`src/cpmc_pkg.sv`:
```
// Purpose: Constants for the clock and power mode controller
// Assumes: Register port with 4-bit word address and 8-bit data
// Notes:   Offsets, field positions, reset values and timing counts
package cpmc_pkg;
  localparam int unsigned DATA_W     = 8;
  localparam int unsigned ADDR_W     = 4;
  // Register offsets
  localparam logic [3:0] OFF_OSC_CTRL = 4'h0;
  localparam logic [3:0] OFF_IRQ_FLAG = 4'h1;
  localparam logic [3:0] OFF_IRQ_EN   = 4'h2;
  localparam logic [3:0] OFF_PIN_CFG  = 4'h3;
  localparam logic [3:0] OFF_STATUS   = 4'h4;
  // Oscillator control fields
  localparam int unsigned OSC_SEL_BIT   = 0;
  localparam int unsigned OSC_STOP_BIT  = 1;
  localparam int unsigned OSC_MODE_LO   = 2;
  localparam int unsigned OSC_SLOWT0_BIT = 4;
  localparam int unsigned OSC_TIMER0_ENABLE_BIT  = 5;
  localparam int unsigned OSC_TIMER1_ENABLE_BIT  = 6;
  localparam logic [7:0]  OSC_RESET     = 8'h01;
  localparam logic [7:0]  OSC_WMASK     = 8'h7F;
  // Power mode field codes
  localparam logic [1:0] MODE_RUN     = 2'b00;
  localparam logic [1:0] MODE_HALT    = 2'b01;
  localparam logic [1:0] MODE_STANDBY = 2'b10;
  // Interrupt flag and enable fields
  localparam int unsigned IRQ_PIN_BIT  = 0;
  localparam int unsigned IRQ_LOW_BIT  = 1;
  localparam int unsigned IRQ_NV_BIT   = 2;
  localparam int unsigned IRQ_GIE_BIT  = 7;
  localparam int unsigned IRQ_SRC_N    = 3;
  // Pin interrupt configuration fields
  localparam int unsigned PIN_SEL_BIT  = 0;
  localparam int unsigned PIN_EDGE_BIT = 1;
  // Status fields and reset value
  localparam int unsigned ST_PD_BIT    = 3;
  localparam int unsigned ST_TO_BIT    = 4;
  localparam logic [7:0]  STATUS_RESET = 8'h18;
  // Halt wake-up stable time in system clock periods
  localparam int unsigned WAKE_PERIODS = 16;
  localparam logic [4:0]  WAKE_LAST    = 5'(WAKE_PERIODS - 1);
  // Instruction clock dividers
  localparam logic [1:0]  DIV2_LAST    = 2'h1;
  localparam logic [1:0]  DIV4_LAST    = 2'h3;
  // Interrupt vector after wake-up
  localparam logic [7:0]  IRQ_VECTOR   = 8'h08;
  // Fast RC trim codes: 1, 2, 4, 8, 16, 20 MHz; 6 and 7 unused
  localparam logic [2:0]  TRIM_LAST    = 3'h5;
  typedef enum logic [1:0] {
    ST_RUN  = 2'b00,
    ST_STBY = 2'b01,
    ST_HALT = 2'b11,
    ST_WAKE = 2'b10
  } cpmc_state_e;
endpackage

```
`src/cpmc_top.sv`:
```
// Purpose: Clock source select, operating modes, wake-up and three irq flags
// Assumes: mclk_in stands for the system clock; inputs synchronous to it
// Notes:   Notes on behaviour list below; registers on a plain strobe port
// Notes on behaviour
// [RULE_01] Selected pin edge sets pin flag
// [RULE_02] Falling detector output sets low-supply flag
// [RULE_03] Finished nonvolatile write sets done flag
// [RULE_04] Select bit picks fast or slow clock
// [RULE_05] Instruction clock is system clock over 2/4
// [RULE_06] Fast oscillator frequency set by three-bit code
// [RULE_07] Stop bit stops the fast oscillator
// [RULE_08] Startup strap picks normal or slow mode
// [RULE_09] Mode field 10 standby, 01 halt
// [RULE_10] Sleep instruction also enters halt
// [RULE_11] Halt entry: clear power-down, set time-out, clear watchdog
// [RULE_12] Standby stops execution, keeps oscillators and timers
// [RULE_13] Standby wakes on six event kinds
// [RULE_14] Halt disables both oscillators and peripherals
// [RULE_15] Halt wakes on watchdog, port change, pin
// [RULE_16] After wake, select bit picks resulting mode
// [RULE_17] Halt wake waits 16 clocks; standby none
// [RULE_18] Wake with global enable branches to vector
// [RULE_19] Firmware: go slow before stopping fast oscillator
// [RULE_20] Firmware: no select change with standby entry
// [RULE_21] Stop bit change with halt entry accepted
// [RULE_22] Normal mode: slow clock may drive timer0
//
// Chosen here: strobed register access and the register offsets.
`timescale 1ns/1ps
`default_nettype none
module cpmc_top
  import cpmc_pkg::*;
#(
  parameter int unsigned WAKE_N = WAKE_PERIODS
) (
  input  wire logic              mclk_in,
  input  wire logic              reset_in,
  input  wire logic [ADDR_W-1:0] addr_in,
  input  wire logic [DATA_W-1:0] wdata_in,
  input  wire logic              wr_in,
  input  wire logic              rd_in,
  output logic      [DATA_W-1:0] rdata_out,
  input  wire logic              cfg_fast_startup_in,
  input  wire logic              cfg_inst_div4_in,
  input  wire logic [2:0]        cfg_fast_trim_in,
  input  wire logic              cfg_timer0_src_in,
  input  wire logic              port_b_pin0_in,
  input  wire logic              low_supply_detector_in,
  input  wire logic              nv_write_done_in,
  input  wire logic              timer0_ovf_in,
  input  wire logic              timer1_unf_in,
  input  wire logic              wdt_timeout_in,
  input  wire logic              port_b_change_in,
  input  wire logic              sleep_exec_in,
  input  wire logic              irq_on_instruction_in,
  input  wire logic              irq_off_instruction_in,
  output logic                   fast_osc_en_out,
  output logic                   slow_osc_en_out,
  output logic [2:0]             fast_osc_trim_out,
  output logic                   sys_clk_fast_out,
  output logic                   inst_tick_out,
  output logic                   exec_run_out,
  output logic                   periph_en_out,
  output logic                   timer0_run_out,
  output logic                   timer1_run_out,
  output logic                   timer0_slow_clk_out,
  output logic                   wdt_clear_out,
  output logic                   irq_req_out,
  output logic                   irq_vector_out,
  output logic [DATA_W-1:0]      vector_addr_out,
  output logic [1:0]             power_mode_out
);

  cpmc_state_e         state_q;
  logic [DATA_W-1:0]   osc_q;
  logic [IRQ_SRC_N-1:0] flag_q;
  logic [IRQ_SRC_N-1:0] en_q;
  logic                gie_q;
  logic [1:0]          pin_cfg_q;
  logic                pd_q;
  logic                to_q;
  logic                strap_done_q;
  logic                pin_prev_q;
  logic                low_prev_q;
  logic                gie_entry_q;
  logic [4:0]          wake_cnt_q;
  logic [1:0]          div_q;
  logic                vector_q;
  logic                wdt_clr_q;
  logic [DATA_W-1:0]   rdata_q;
  logic [2:0]          trim_q;

  logic wr_osc;
  logic pin_evt;
  logic low_evt;
  logic halt_req;
  logic stby_req;
  logic stby_wake;
  logic halt_wake;
  logic [IRQ_SRC_N-1:0] set_vec;
  logic [4:0]          wake_last;

  assign wake_last = 5'(WAKE_N - 1);

  // Register write decode shared by the mode logic
  assign wr_osc = wr_in && (addr_in == OFF_OSC_CTRL);

  // Edge detection on the pin and the detector output
  assign pin_evt = pin_cfg_q[PIN_SEL_BIT] &&
                   (pin_cfg_q[PIN_EDGE_BIT] ? (port_b_pin0_in && !pin_prev_q)
                                            : (!port_b_pin0_in && pin_prev_q)); // RULE_01
  assign low_evt = low_prev_q && !low_supply_detector_in; // RULE_02

  always_ff @(posedge mclk_in or posedge reset_in) begin
    if (reset_in) begin
      pin_prev_q <= 1'b0;
      low_prev_q <= 1'b1;
    end else begin
      pin_prev_q <= port_b_pin0_in;
      low_prev_q <= low_supply_detector_in;
    end
  end

  // Mode requests; only honoured while executing
  assign halt_req = (state_q == ST_RUN) &&
                    (sleep_exec_in || (wr_osc &&
                     wdata_in[OSC_MODE_LO+1:OSC_MODE_LO] == MODE_HALT)); // RULE_09 RULE_10
  assign stby_req = (state_q == ST_RUN) && !halt_req && wr_osc &&
                    (wdata_in[OSC_MODE_LO+1:OSC_MODE_LO] == MODE_STANDBY); // RULE_09

  // Wake sources differ per mode; halt has no timers or detector running
  assign stby_wake = timer0_ovf_in || timer1_unf_in || wdt_timeout_in ||
                     port_b_change_in || pin_evt || low_evt; // RULE_13
  assign halt_wake = wdt_timeout_in || port_b_change_in || pin_evt; // RULE_15

  // Operating mode sequencer
  always_ff @(posedge mclk_in or posedge reset_in) begin
    if (reset_in) begin
      state_q    <= ST_RUN;
      wake_cnt_q <= 5'h00;
    end else begin
      unique case (state_q)
        ST_RUN: begin
          wake_cnt_q <= 5'h00;
          if (halt_req) begin
            state_q <= ST_HALT;
          end else if (stby_req) begin
            state_q <= ST_STBY;
          end
        end
        ST_STBY: begin
          if (stby_wake) begin
            state_q <= ST_RUN; // RULE_17
          end
        end
        ST_HALT: begin
          if (halt_wake) begin
            state_q <= ST_WAKE;
          end
        end
        ST_WAKE: begin
          if (wake_cnt_q == wake_last) begin
            state_q <= ST_RUN; // RULE_17
          end else begin
            wake_cnt_q <= wake_cnt_q + 5'h01;
          end
        end
      endcase
    end
  end

  // Oscillator control register; strap loads the select bit once after reset
  always_ff @(posedge mclk_in or posedge reset_in) begin
    if (reset_in) begin
      osc_q        <= OSC_RESET;
      strap_done_q <= 1'b0;
    end else begin
      strap_done_q <= 1'b1;
      if (!strap_done_q) begin
        osc_q[OSC_SEL_BIT] <= cfg_fast_startup_in; // RULE_08
      end else if (wr_osc && state_q == ST_RUN) begin
        // Stop bit and halt code land together in one write
        osc_q <= wdata_in & OSC_WMASK; // RULE_21
      end else if (state_q == ST_WAKE || (state_q == ST_STBY && stby_wake)) begin
        // Field returns to run; select bit kept, so it decides the mode
        osc_q[OSC_MODE_LO+1:OSC_MODE_LO] <= MODE_RUN; // RULE_16
      end
    end
  end

  // Sticky flags; a set in the same cycle as a write of zero wins
  assign set_vec = {nv_write_done_in, low_evt, pin_evt}; // RULE_03
  always_ff @(posedge mclk_in or posedge reset_in) begin
    if (reset_in) begin
      flag_q <= '0;
    end else if (wr_in && addr_in == OFF_IRQ_FLAG) begin
      flag_q <= (flag_q & wdata_in[IRQ_SRC_N-1:0]) | set_vec; // RULE_01 RULE_02 RULE_03
    end else begin
      flag_q <= flag_q | set_vec; // RULE_01 RULE_02 RULE_03
    end
  end

  // Enables and global enable; instructions override a register write
  always_ff @(posedge mclk_in or posedge reset_in) begin
    if (reset_in) begin
      en_q      <= '0;
      gie_q     <= 1'b0;
      pin_cfg_q <= 2'b00;
    end else begin
      if (wr_in && addr_in == OFF_IRQ_EN) begin
        en_q  <= wdata_in[IRQ_SRC_N-1:0];
        gie_q <= wdata_in[IRQ_GIE_BIT];
      end
      if (irq_on_instruction_in) begin
        gie_q <= 1'b1;
      end else if (irq_off_instruction_in) begin
        gie_q <= 1'b0;
      end
      if (wr_in && addr_in == OFF_PIN_CFG) begin
        pin_cfg_q <= wdata_in[1:0];
      end
    end
  end

  // Request only with both the source enable and global enable
  assign irq_req_out = gie_q && |(flag_q & en_q); // RULE_01 RULE_02 RULE_03

  // Status bits: halt entry and watchdog time-out
  always_ff @(posedge mclk_in or posedge reset_in) begin
    if (reset_in) begin
      pd_q      <= STATUS_RESET[ST_PD_BIT];
      to_q      <= STATUS_RESET[ST_TO_BIT];
      wdt_clr_q <= 1'b0;
    end else begin
      wdt_clr_q <= halt_req; // RULE_11
      if (halt_req) begin
        pd_q <= 1'b0; // RULE_11
        to_q <= 1'b1; // RULE_11
      end else if (wdt_timeout_in) begin
        to_q <= 1'b0;
      end
    end
  end
  assign wdt_clear_out = wdt_clr_q;

  // Remember global enable at entry; branch pulse on return to run
  always_ff @(posedge mclk_in or posedge reset_in) begin
    if (reset_in) begin
      gie_entry_q <= 1'b0;
      vector_q    <= 1'b0;
    end else begin
      if (halt_req || stby_req) begin
        gie_entry_q <= gie_q;
      end
      vector_q <= gie_entry_q && ((state_q == ST_STBY && stby_wake) ||
                  (state_q == ST_WAKE && wake_cnt_q == wake_last)); // RULE_18
    end
  end
  assign irq_vector_out  = vector_q;
  assign vector_addr_out = IRQ_VECTOR;

  // Instruction clock divider; cleared to zero while execution stops
  always_ff @(posedge mclk_in or posedge reset_in) begin
    if (reset_in) begin
      div_q <= 2'h0;
    end else if (state_q != ST_RUN || inst_tick_out) begin
      div_q <= 2'h0;
    end else begin
      div_q <= div_q + 2'h1;
    end
  end
  assign inst_tick_out = (state_q == ST_RUN) &&
                         (div_q == (cfg_inst_div4_in ? DIV4_LAST : DIV2_LAST)); // RULE_05

  // Trim code registered; unused codes fall back to the top frequency
  always_ff @(posedge mclk_in or posedge reset_in) begin
    if (reset_in) begin
      trim_q <= 3'h0;
    end else begin
      trim_q <= (cfg_fast_trim_in > TRIM_LAST) ? TRIM_LAST : cfg_fast_trim_in; // RULE_06
    end
  end
  assign fast_osc_trim_out = trim_q;

  // Oscillator and peripheral gating per mode
  assign fast_osc_en_out = (state_q != ST_HALT) && !osc_q[OSC_STOP_BIT]; // RULE_07 RULE_14
  assign slow_osc_en_out = (state_q != ST_HALT); // RULE_12 RULE_14
  assign sys_clk_fast_out = osc_q[OSC_SEL_BIT]; // RULE_04
  assign exec_run_out    = (state_q == ST_RUN); // RULE_12
  assign periph_en_out   = (state_q == ST_RUN); // RULE_14
  assign timer0_run_out  = osc_q[OSC_TIMER0_ENABLE_BIT] &&
                           (state_q == ST_RUN || state_q == ST_STBY); // RULE_12
  assign timer1_run_out  = osc_q[OSC_TIMER1_ENABLE_BIT] &&
                           (state_q == ST_RUN || state_q == ST_STBY); // RULE_12
  // Slow clock to timer0 only in normal mode with both controls set
  assign timer0_slow_clk_out = (state_q == ST_RUN) && osc_q[OSC_SEL_BIT] &&
                               osc_q[OSC_SLOWT0_BIT] && cfg_timer0_src_in; // RULE_22
  assign power_mode_out = osc_q[OSC_MODE_LO+1:OSC_MODE_LO];

  // Read port; unmapped offsets read zero
  always_ff @(posedge mclk_in or posedge reset_in) begin
    if (reset_in) begin
      rdata_q <= 8'h00;
    end else if (rd_in) begin
      unique case (addr_in)
        OFF_OSC_CTRL: rdata_q <= osc_q;
        OFF_IRQ_FLAG: rdata_q <= {5'h00, flag_q};
        OFF_IRQ_EN:   rdata_q <= {gie_q, 4'h0, en_q};
        OFF_PIN_CFG:  rdata_q <= {6'h00, pin_cfg_q};
        OFF_STATUS:   rdata_q <= {3'h0, to_q, pd_q, 3'h0};
        default:      rdata_q <= 8'h00;
      endcase
    end else begin
      rdata_q <= 8'h00;
    end
  end
  assign rdata_out = rdata_q;

  // Checks
  a_pin_flag_set: assert property (@(posedge mclk_in) disable iff (reset_in) // RULE_01
    pin_evt |=> flag_q[IRQ_PIN_BIT]) else $error("pin flag not set");
  a_low_flag_set: assert property (@(posedge mclk_in) disable iff (reset_in) // RULE_02
    $fell(low_supply_detector_in) |=> flag_q[IRQ_LOW_BIT])
    else $error("low supply flag not set");
  a_nv_flag_set: assert property (@(posedge mclk_in) disable iff (reset_in) // RULE_03
    nv_write_done_in |=> flag_q[IRQ_NV_BIT] [*2]) else $error("nv flag lost");
  a_halt_osc_off: assert property (@(posedge mclk_in) disable iff (reset_in) // RULE_14
    halt_req |=> !fast_osc_en_out && !slow_osc_en_out && !periph_en_out)
    else $error("oscillators running in halt");
  a_halt_status: assert property (@(posedge mclk_in) disable iff (reset_in) // RULE_11
    halt_req |=> !pd_q && to_q && wdt_clear_out) else $error("halt status wrong");
  a_stby_entry: assert property (@(posedge mclk_in) disable iff (reset_in) // RULE_12
    stby_req |=> state_q == ST_STBY && slow_osc_en_out && !exec_run_out)
    else $error("standby entry wrong");
  // Sixteen wake cycles with execution off, then run; written for the default count
  a_wake_delay: assert property (@(posedge mclk_in) disable iff (reset_in) // RULE_17
    (state_q == ST_HALT && halt_wake) |=>
      !exec_run_out [*8] ##1 !exec_run_out [*8] ##1 exec_run_out)
    else $error("halt wake delay wrong");
  a_stby_wake: assert property (@(posedge mclk_in) disable iff (reset_in) // RULE_13
    (state_q == ST_STBY && timer0_ovf_in) |=> exec_run_out)
    else $error("standby did not wake");
  a_halt_ignore: assert property (@(posedge mclk_in) disable iff (reset_in) // RULE_15
    (state_q == ST_HALT && !halt_wake) |=> state_q == ST_HALT)
    else $error("halt left without source");
  a_vector_gie: assert property (@(posedge mclk_in) disable iff (reset_in) // RULE_18
    (state_q == ST_STBY && stby_wake && gie_entry_q) |=> irq_vector_out)
    else $error("no vector after wake");
  a_div_tick: assert property (@(posedge mclk_in) disable iff (reset_in) // RULE_05
    (inst_tick_out && !cfg_inst_div4_in && state_q == ST_RUN) |=> !inst_tick_out)
    else $error("divider tick spacing wrong");

  c_halt_wake: cover property (@(posedge mclk_in) disable iff (reset_in)
    state_q == ST_WAKE ##1 state_q == ST_RUN);
  c_stby_wake: cover property (@(posedge mclk_in) disable iff (reset_in)
    state_q == ST_STBY ##1 state_q == ST_RUN);
  c_irq_req: cover property (@(posedge mclk_in) disable iff (reset_in) irq_req_out);
  c_slow_t0: cover property (@(posedge mclk_in) disable iff (reset_in)
    timer0_slow_clk_out);

endmodule
`default_nettype wire

```
`config.mk`:
```
export PLATFORM = sky130hd
export DESIGN_NAME = cpmc_top
export DESIGN_NICKNAME = d
export VERILOG_FILES = /design/src/cpmc_pkg.sv /design/src/cpmc_top.sv
export SDC_FILE = /design/constraint.sdc
export NUM_CORES = 1
export LEC_CHECK = 0
export ABC_AREA = 1
export BUFFER_PORTS_ARGS = -buffer_cell sky130_fd_sc_hd__buf_4
export CORE_MARGIN = 2
export CORE_UTILIZATION = 55
export CTS_BUF_LIST = sky130_fd_sc_hd__clkbuf_8
export DETAILED_ROUTE_END_ITERATION = 10
export GPL_TIMING_DRIVEN = 1
export PLACE_DENSITY_LB_ADDON = 0.3
export RECOVER_POWER = 100
export SLEW_MARGIN = 20
export SYNTH_ARGS = -nofsm -noshare
export SYNTH_HDL_FRONTEND = slang
export SYNTH_SLANG_ARGS = --single-unit
```
`constraint.sdc`:
```
create_clock -name mclk_in -period 4.1 [get_ports mclk_in]
set_input_delay 0.615 -clock mclk_in [delete_from_list [all_inputs] [get_ports mclk_in]]
set_output_delay 0.615 -clock mclk_in [all_outputs]
set_load 0.005 [all_outputs]
```
==> flow_metrics.env <==
export IMPL_grt_usage_pct=21.71
export IMPL_async_reset_ff_share_pct=100.0
export IMPL_num_nets_final=343
export IMPL_ys_ff_latch=44
export IMPL_cts_resized=0
export IMPL_start_util_pct=57.39
export IMPL_n_antenna_cell=0
export IMPL_chipHeight_um=66.04
export IMPL_h_tree_depth=2
export IMPL_clock_path_buffers=2
export IMPL_yosysMostFrequentCell="nand2_1"
export IMPL_dieArea_um2=4361
export IMPL_drv_slew=45
export IMPL_die_x_um=66.04
export IMPL_fill_cells=335
export IMPL_hold_viol=0
export IMPL_tightest_slew_ns=2.219
export IMPL_yosysWarningCount=0
export IMPL_critPathBufInv=3
export IMPL_holdCritStartpoint="low_supply_detector_in"
export IMPL_setup_viol=0
export IMPL_critPathTopFamily="buffers and inverters"
export IMPL_period_minus_slack_ns=2.396
export IMPL_wl_per_cell_um=11.86
export IMPL_crit_required_ns=4.05
export IMPL_drc_errors=0
export IMPL_cts_hold_fix_buffers=0
export IMPL_p_per_area_nw_per_um2=461.2
export IMPL_clk_pin_slew_ns=0.07
export IMPL_vdd_ir_drop_max_v=0.0003186
export IMPL_clock_skew_ns=0.002323
export IMPL_drt_iter0_markers=168
export IMPL_dpl_hpwl_um=3300
export IMPL_share_comb_of_total_power_pct=29.6
export IMPL_worstSetupStartpointType="primary input"
export IMPL_rsz0062_at_grt="false"
export IMPL_coreArea_um2=3689
export IMPL_area_growth_pct=22.16
export IMPL_via_per_inst=5.056
export IMPL_drt_total_wl_um=4246
export IMPL_maxCapViolCount=1
export IMPL_synth_cell_area_um2=2117
export IMPL_ys_seq_area_share_pct=52.25
export IMPL_reg2reg_from="state_q[1]"
export IMPL_drive_gt1_share_pct=21.94
export IMPL_worstHoldPathType="in -> reg"
export IMPL_path_max_fanout=44
export IMPL_tns_ns=0
export IMPL_grt_pass1_vias=1579
export IMPL_grt_max_degree=45
export IMPL_switching_share_pct=32.88
export IMPL_min_period_over_period_pct=58.44
export IMPL_synth_commonest_cells="nand2_1, inv_1, dfrtp_1"
export IMPL_timing_slew_headroom_pct=-47.94
export IMPL_crit_type="in -> async"
export IMPL_gp_congestion=0.8857
export IMPL_cts_tree="yes"
export IMPL_slowest_delay_ns=1.57
export IMPL_post_cts_buffers=0
export IMPL_io_buffers=56
export IMPL_arrival_ns=2.35
export IMPL_power_switching_uw=392.2
export IMPL_antenna_found_initial=0
export IMPL_grt_pass1_wl_um=6941
export IMPL_synth_area_leaders="dfrtp_1, nand2_1, inv_1, dfstp_2, o21ai_0"
export IMPL_fmax_ghz=0.4174
export IMPL_p_leak_nw=1.379
export IMPL_syn_area_per_cell_um2=8.434
export IMPL_dr_pass1_iters=4
export IMPL_clock_root_buffer="clkbuf_8"
export IMPL_status="finished with violations"
export IMPL_internal_power_uw=800.5
export IMPL_synthFlopType="dfrtp_1"
export IMPL_synth_cell_types=29
export IMPL_ant_nets=0
export IMPL_synth_area_leader_cell="dfrtp_1"
export IMPL_std_cell_rows=22
export IMPL_pwr_share_clk_pct=22.3
export IMPL_cts_sinks=44
export IMPL_crit_start="reset_in"
export IMPL_numCtsBuffers=5
export IMPL_placed_cell_area_um2=2537
export IMPL_crit_path_cell_trace="clkbuf_4, clkinv_1, clkbuf_1"
export IMPL_syn_inst=251
export IMPL_slowest_stage="clkbuf_1"
export IMPL_ios=65
export IMPL_stdcell_area_um2=2586
export IMPL_synth_edf_count=0
export IMPL_yosys_area_top_type_share_pct=47.28
export IMPL_gr_total_overflow=0
export IMPL_clk_latency_ns=0.29
export IMPL_routed_via_count=1810
export IMPL_critPathCaptureType="async pin"
export IMPL_seq_power_share_pct=48.0
export IMPL_violations="max-capacitance violations, max-slew violations"
-- cell usage in the layout, fill, tap and decap left out, types with 5 or more instances in the layout --
master    instances
o21ai_0          19
a21oi_1           6
nand3_1          15
dfrtp_1          40
nand2_1          53
nand4_1          10
buf_4            26
conb_1            9
clkbuf_8          6
inv_1            43
nor2_1           25
nor3_1            5
clkbuf_4         28
-- worst paths after layout --
path                                       end  slack (ns)  cells past startpoint
max reg2reg                           osc_q[4]        2.01                      7
max                                   osc_q[4]        1.70                      3
min                                 low_prev_q        0.44                      1
max in group mclk_in       timer0_slow_clk_out        1.83                      4
min in group asynchronous             osc_q[6]        1.12                      3
min reg2reg                           div_q[0]        0.45                      1
-- flip-flops by register name (all words and copies together) (netlist names), 2 cells and up --
register and count:
pin_cfg_q 2, div_q 2, fast_osc_trim_out 3, rdata_out 8, en_q 3, state_q 2
wake_cnt_q 5, flag_q 3, osc_q 7
-- layer usage --
| layer | wire, um | share of wire (%) | global-route usage (%) |
|---|---|---|---|
| met5 | 0 | 0 | 0 |
| met4 | 106 | 2.5 | 10.71 |
| met3 | 329 | 7.7 | 5.451 |
| met2 | 2013 | 47 | 34.85 |
| met1 | 1797 | 42 | 27.36 |
-- power groups by stage --
stage | clock (mW) | sequential (mW) | combinational (mW)
finish | 0.266 | 0.573 | 0.354
CTS | 0.272 | 0.578 | 0.378
detailed placement | 0 | 0.585 | 0.376
global route | 0.293 | 0.583 | 0.408
floorplan | 0 | 0.572 | 0.243
global placement | 0 | 0.582 | 0.370
-- area by class of cell --
cell class | instances | area (um^2) | share of cell area [%]
Tap cell | 48 | 60.06 | 2.322
Inverter | 43 | 162.7 | 6.289
Timing Repair Buffer | 57 | 416.7 | 16.11
Multi-Input combinational cell | 158 | 750.7 | 29.03
Sequential cell | 44 | 1106 | 42.77
Clock inverter | 2 | 7.507 | 0.2903
Clock buffer | 6 | 82.58 | 3.193
-- cells by family (layout without fill, tap and decap cells) --
family,count (synthesis),count (layout),share of synthesized area [%]
xor gates and xnor gates,1,1,0.4138
DFF,44,44,52.25
AOI/OAI and AO/OA,33,33,8.629
adders and majority gates,2,2,1.182
muxes,1,1,0.4728
other,2,9,0.3547
and+or+nand+nor,112,112,24.59
buffers and inverters,56,108,12.12
-- worst register-to-register path, cell delays in order, from the launching register on --
cell	delay [ns]
dfrtp_1	0.44
nor2_1	0.40
inv_1	0.25
nor3_1	0.44
nand2_2	0.12
clkinvlp_2	0.21
nand2_1	0.07
o21ai_0	0.08
-- per-stage QoR --
stage	worst slack [ns]	power (mW)	instances	util (%)	hold WS, ns
2_1_floorplan	2.461	0.8144	258	-	0.4155
3_3_place_gp	1.966	0.9526	350	68.79	0.4328
3_5_place_dp	1.900	0.9610	350	68.79	0.4373
4_1_cts	2.117	1.229	358	71.23	0.4261
5_1_grt	1.267	1.284	358	70.12	0.4219
6_report	1.704	1.193	358	70.12	0.4360
Power figures use the tool's default switching activity.
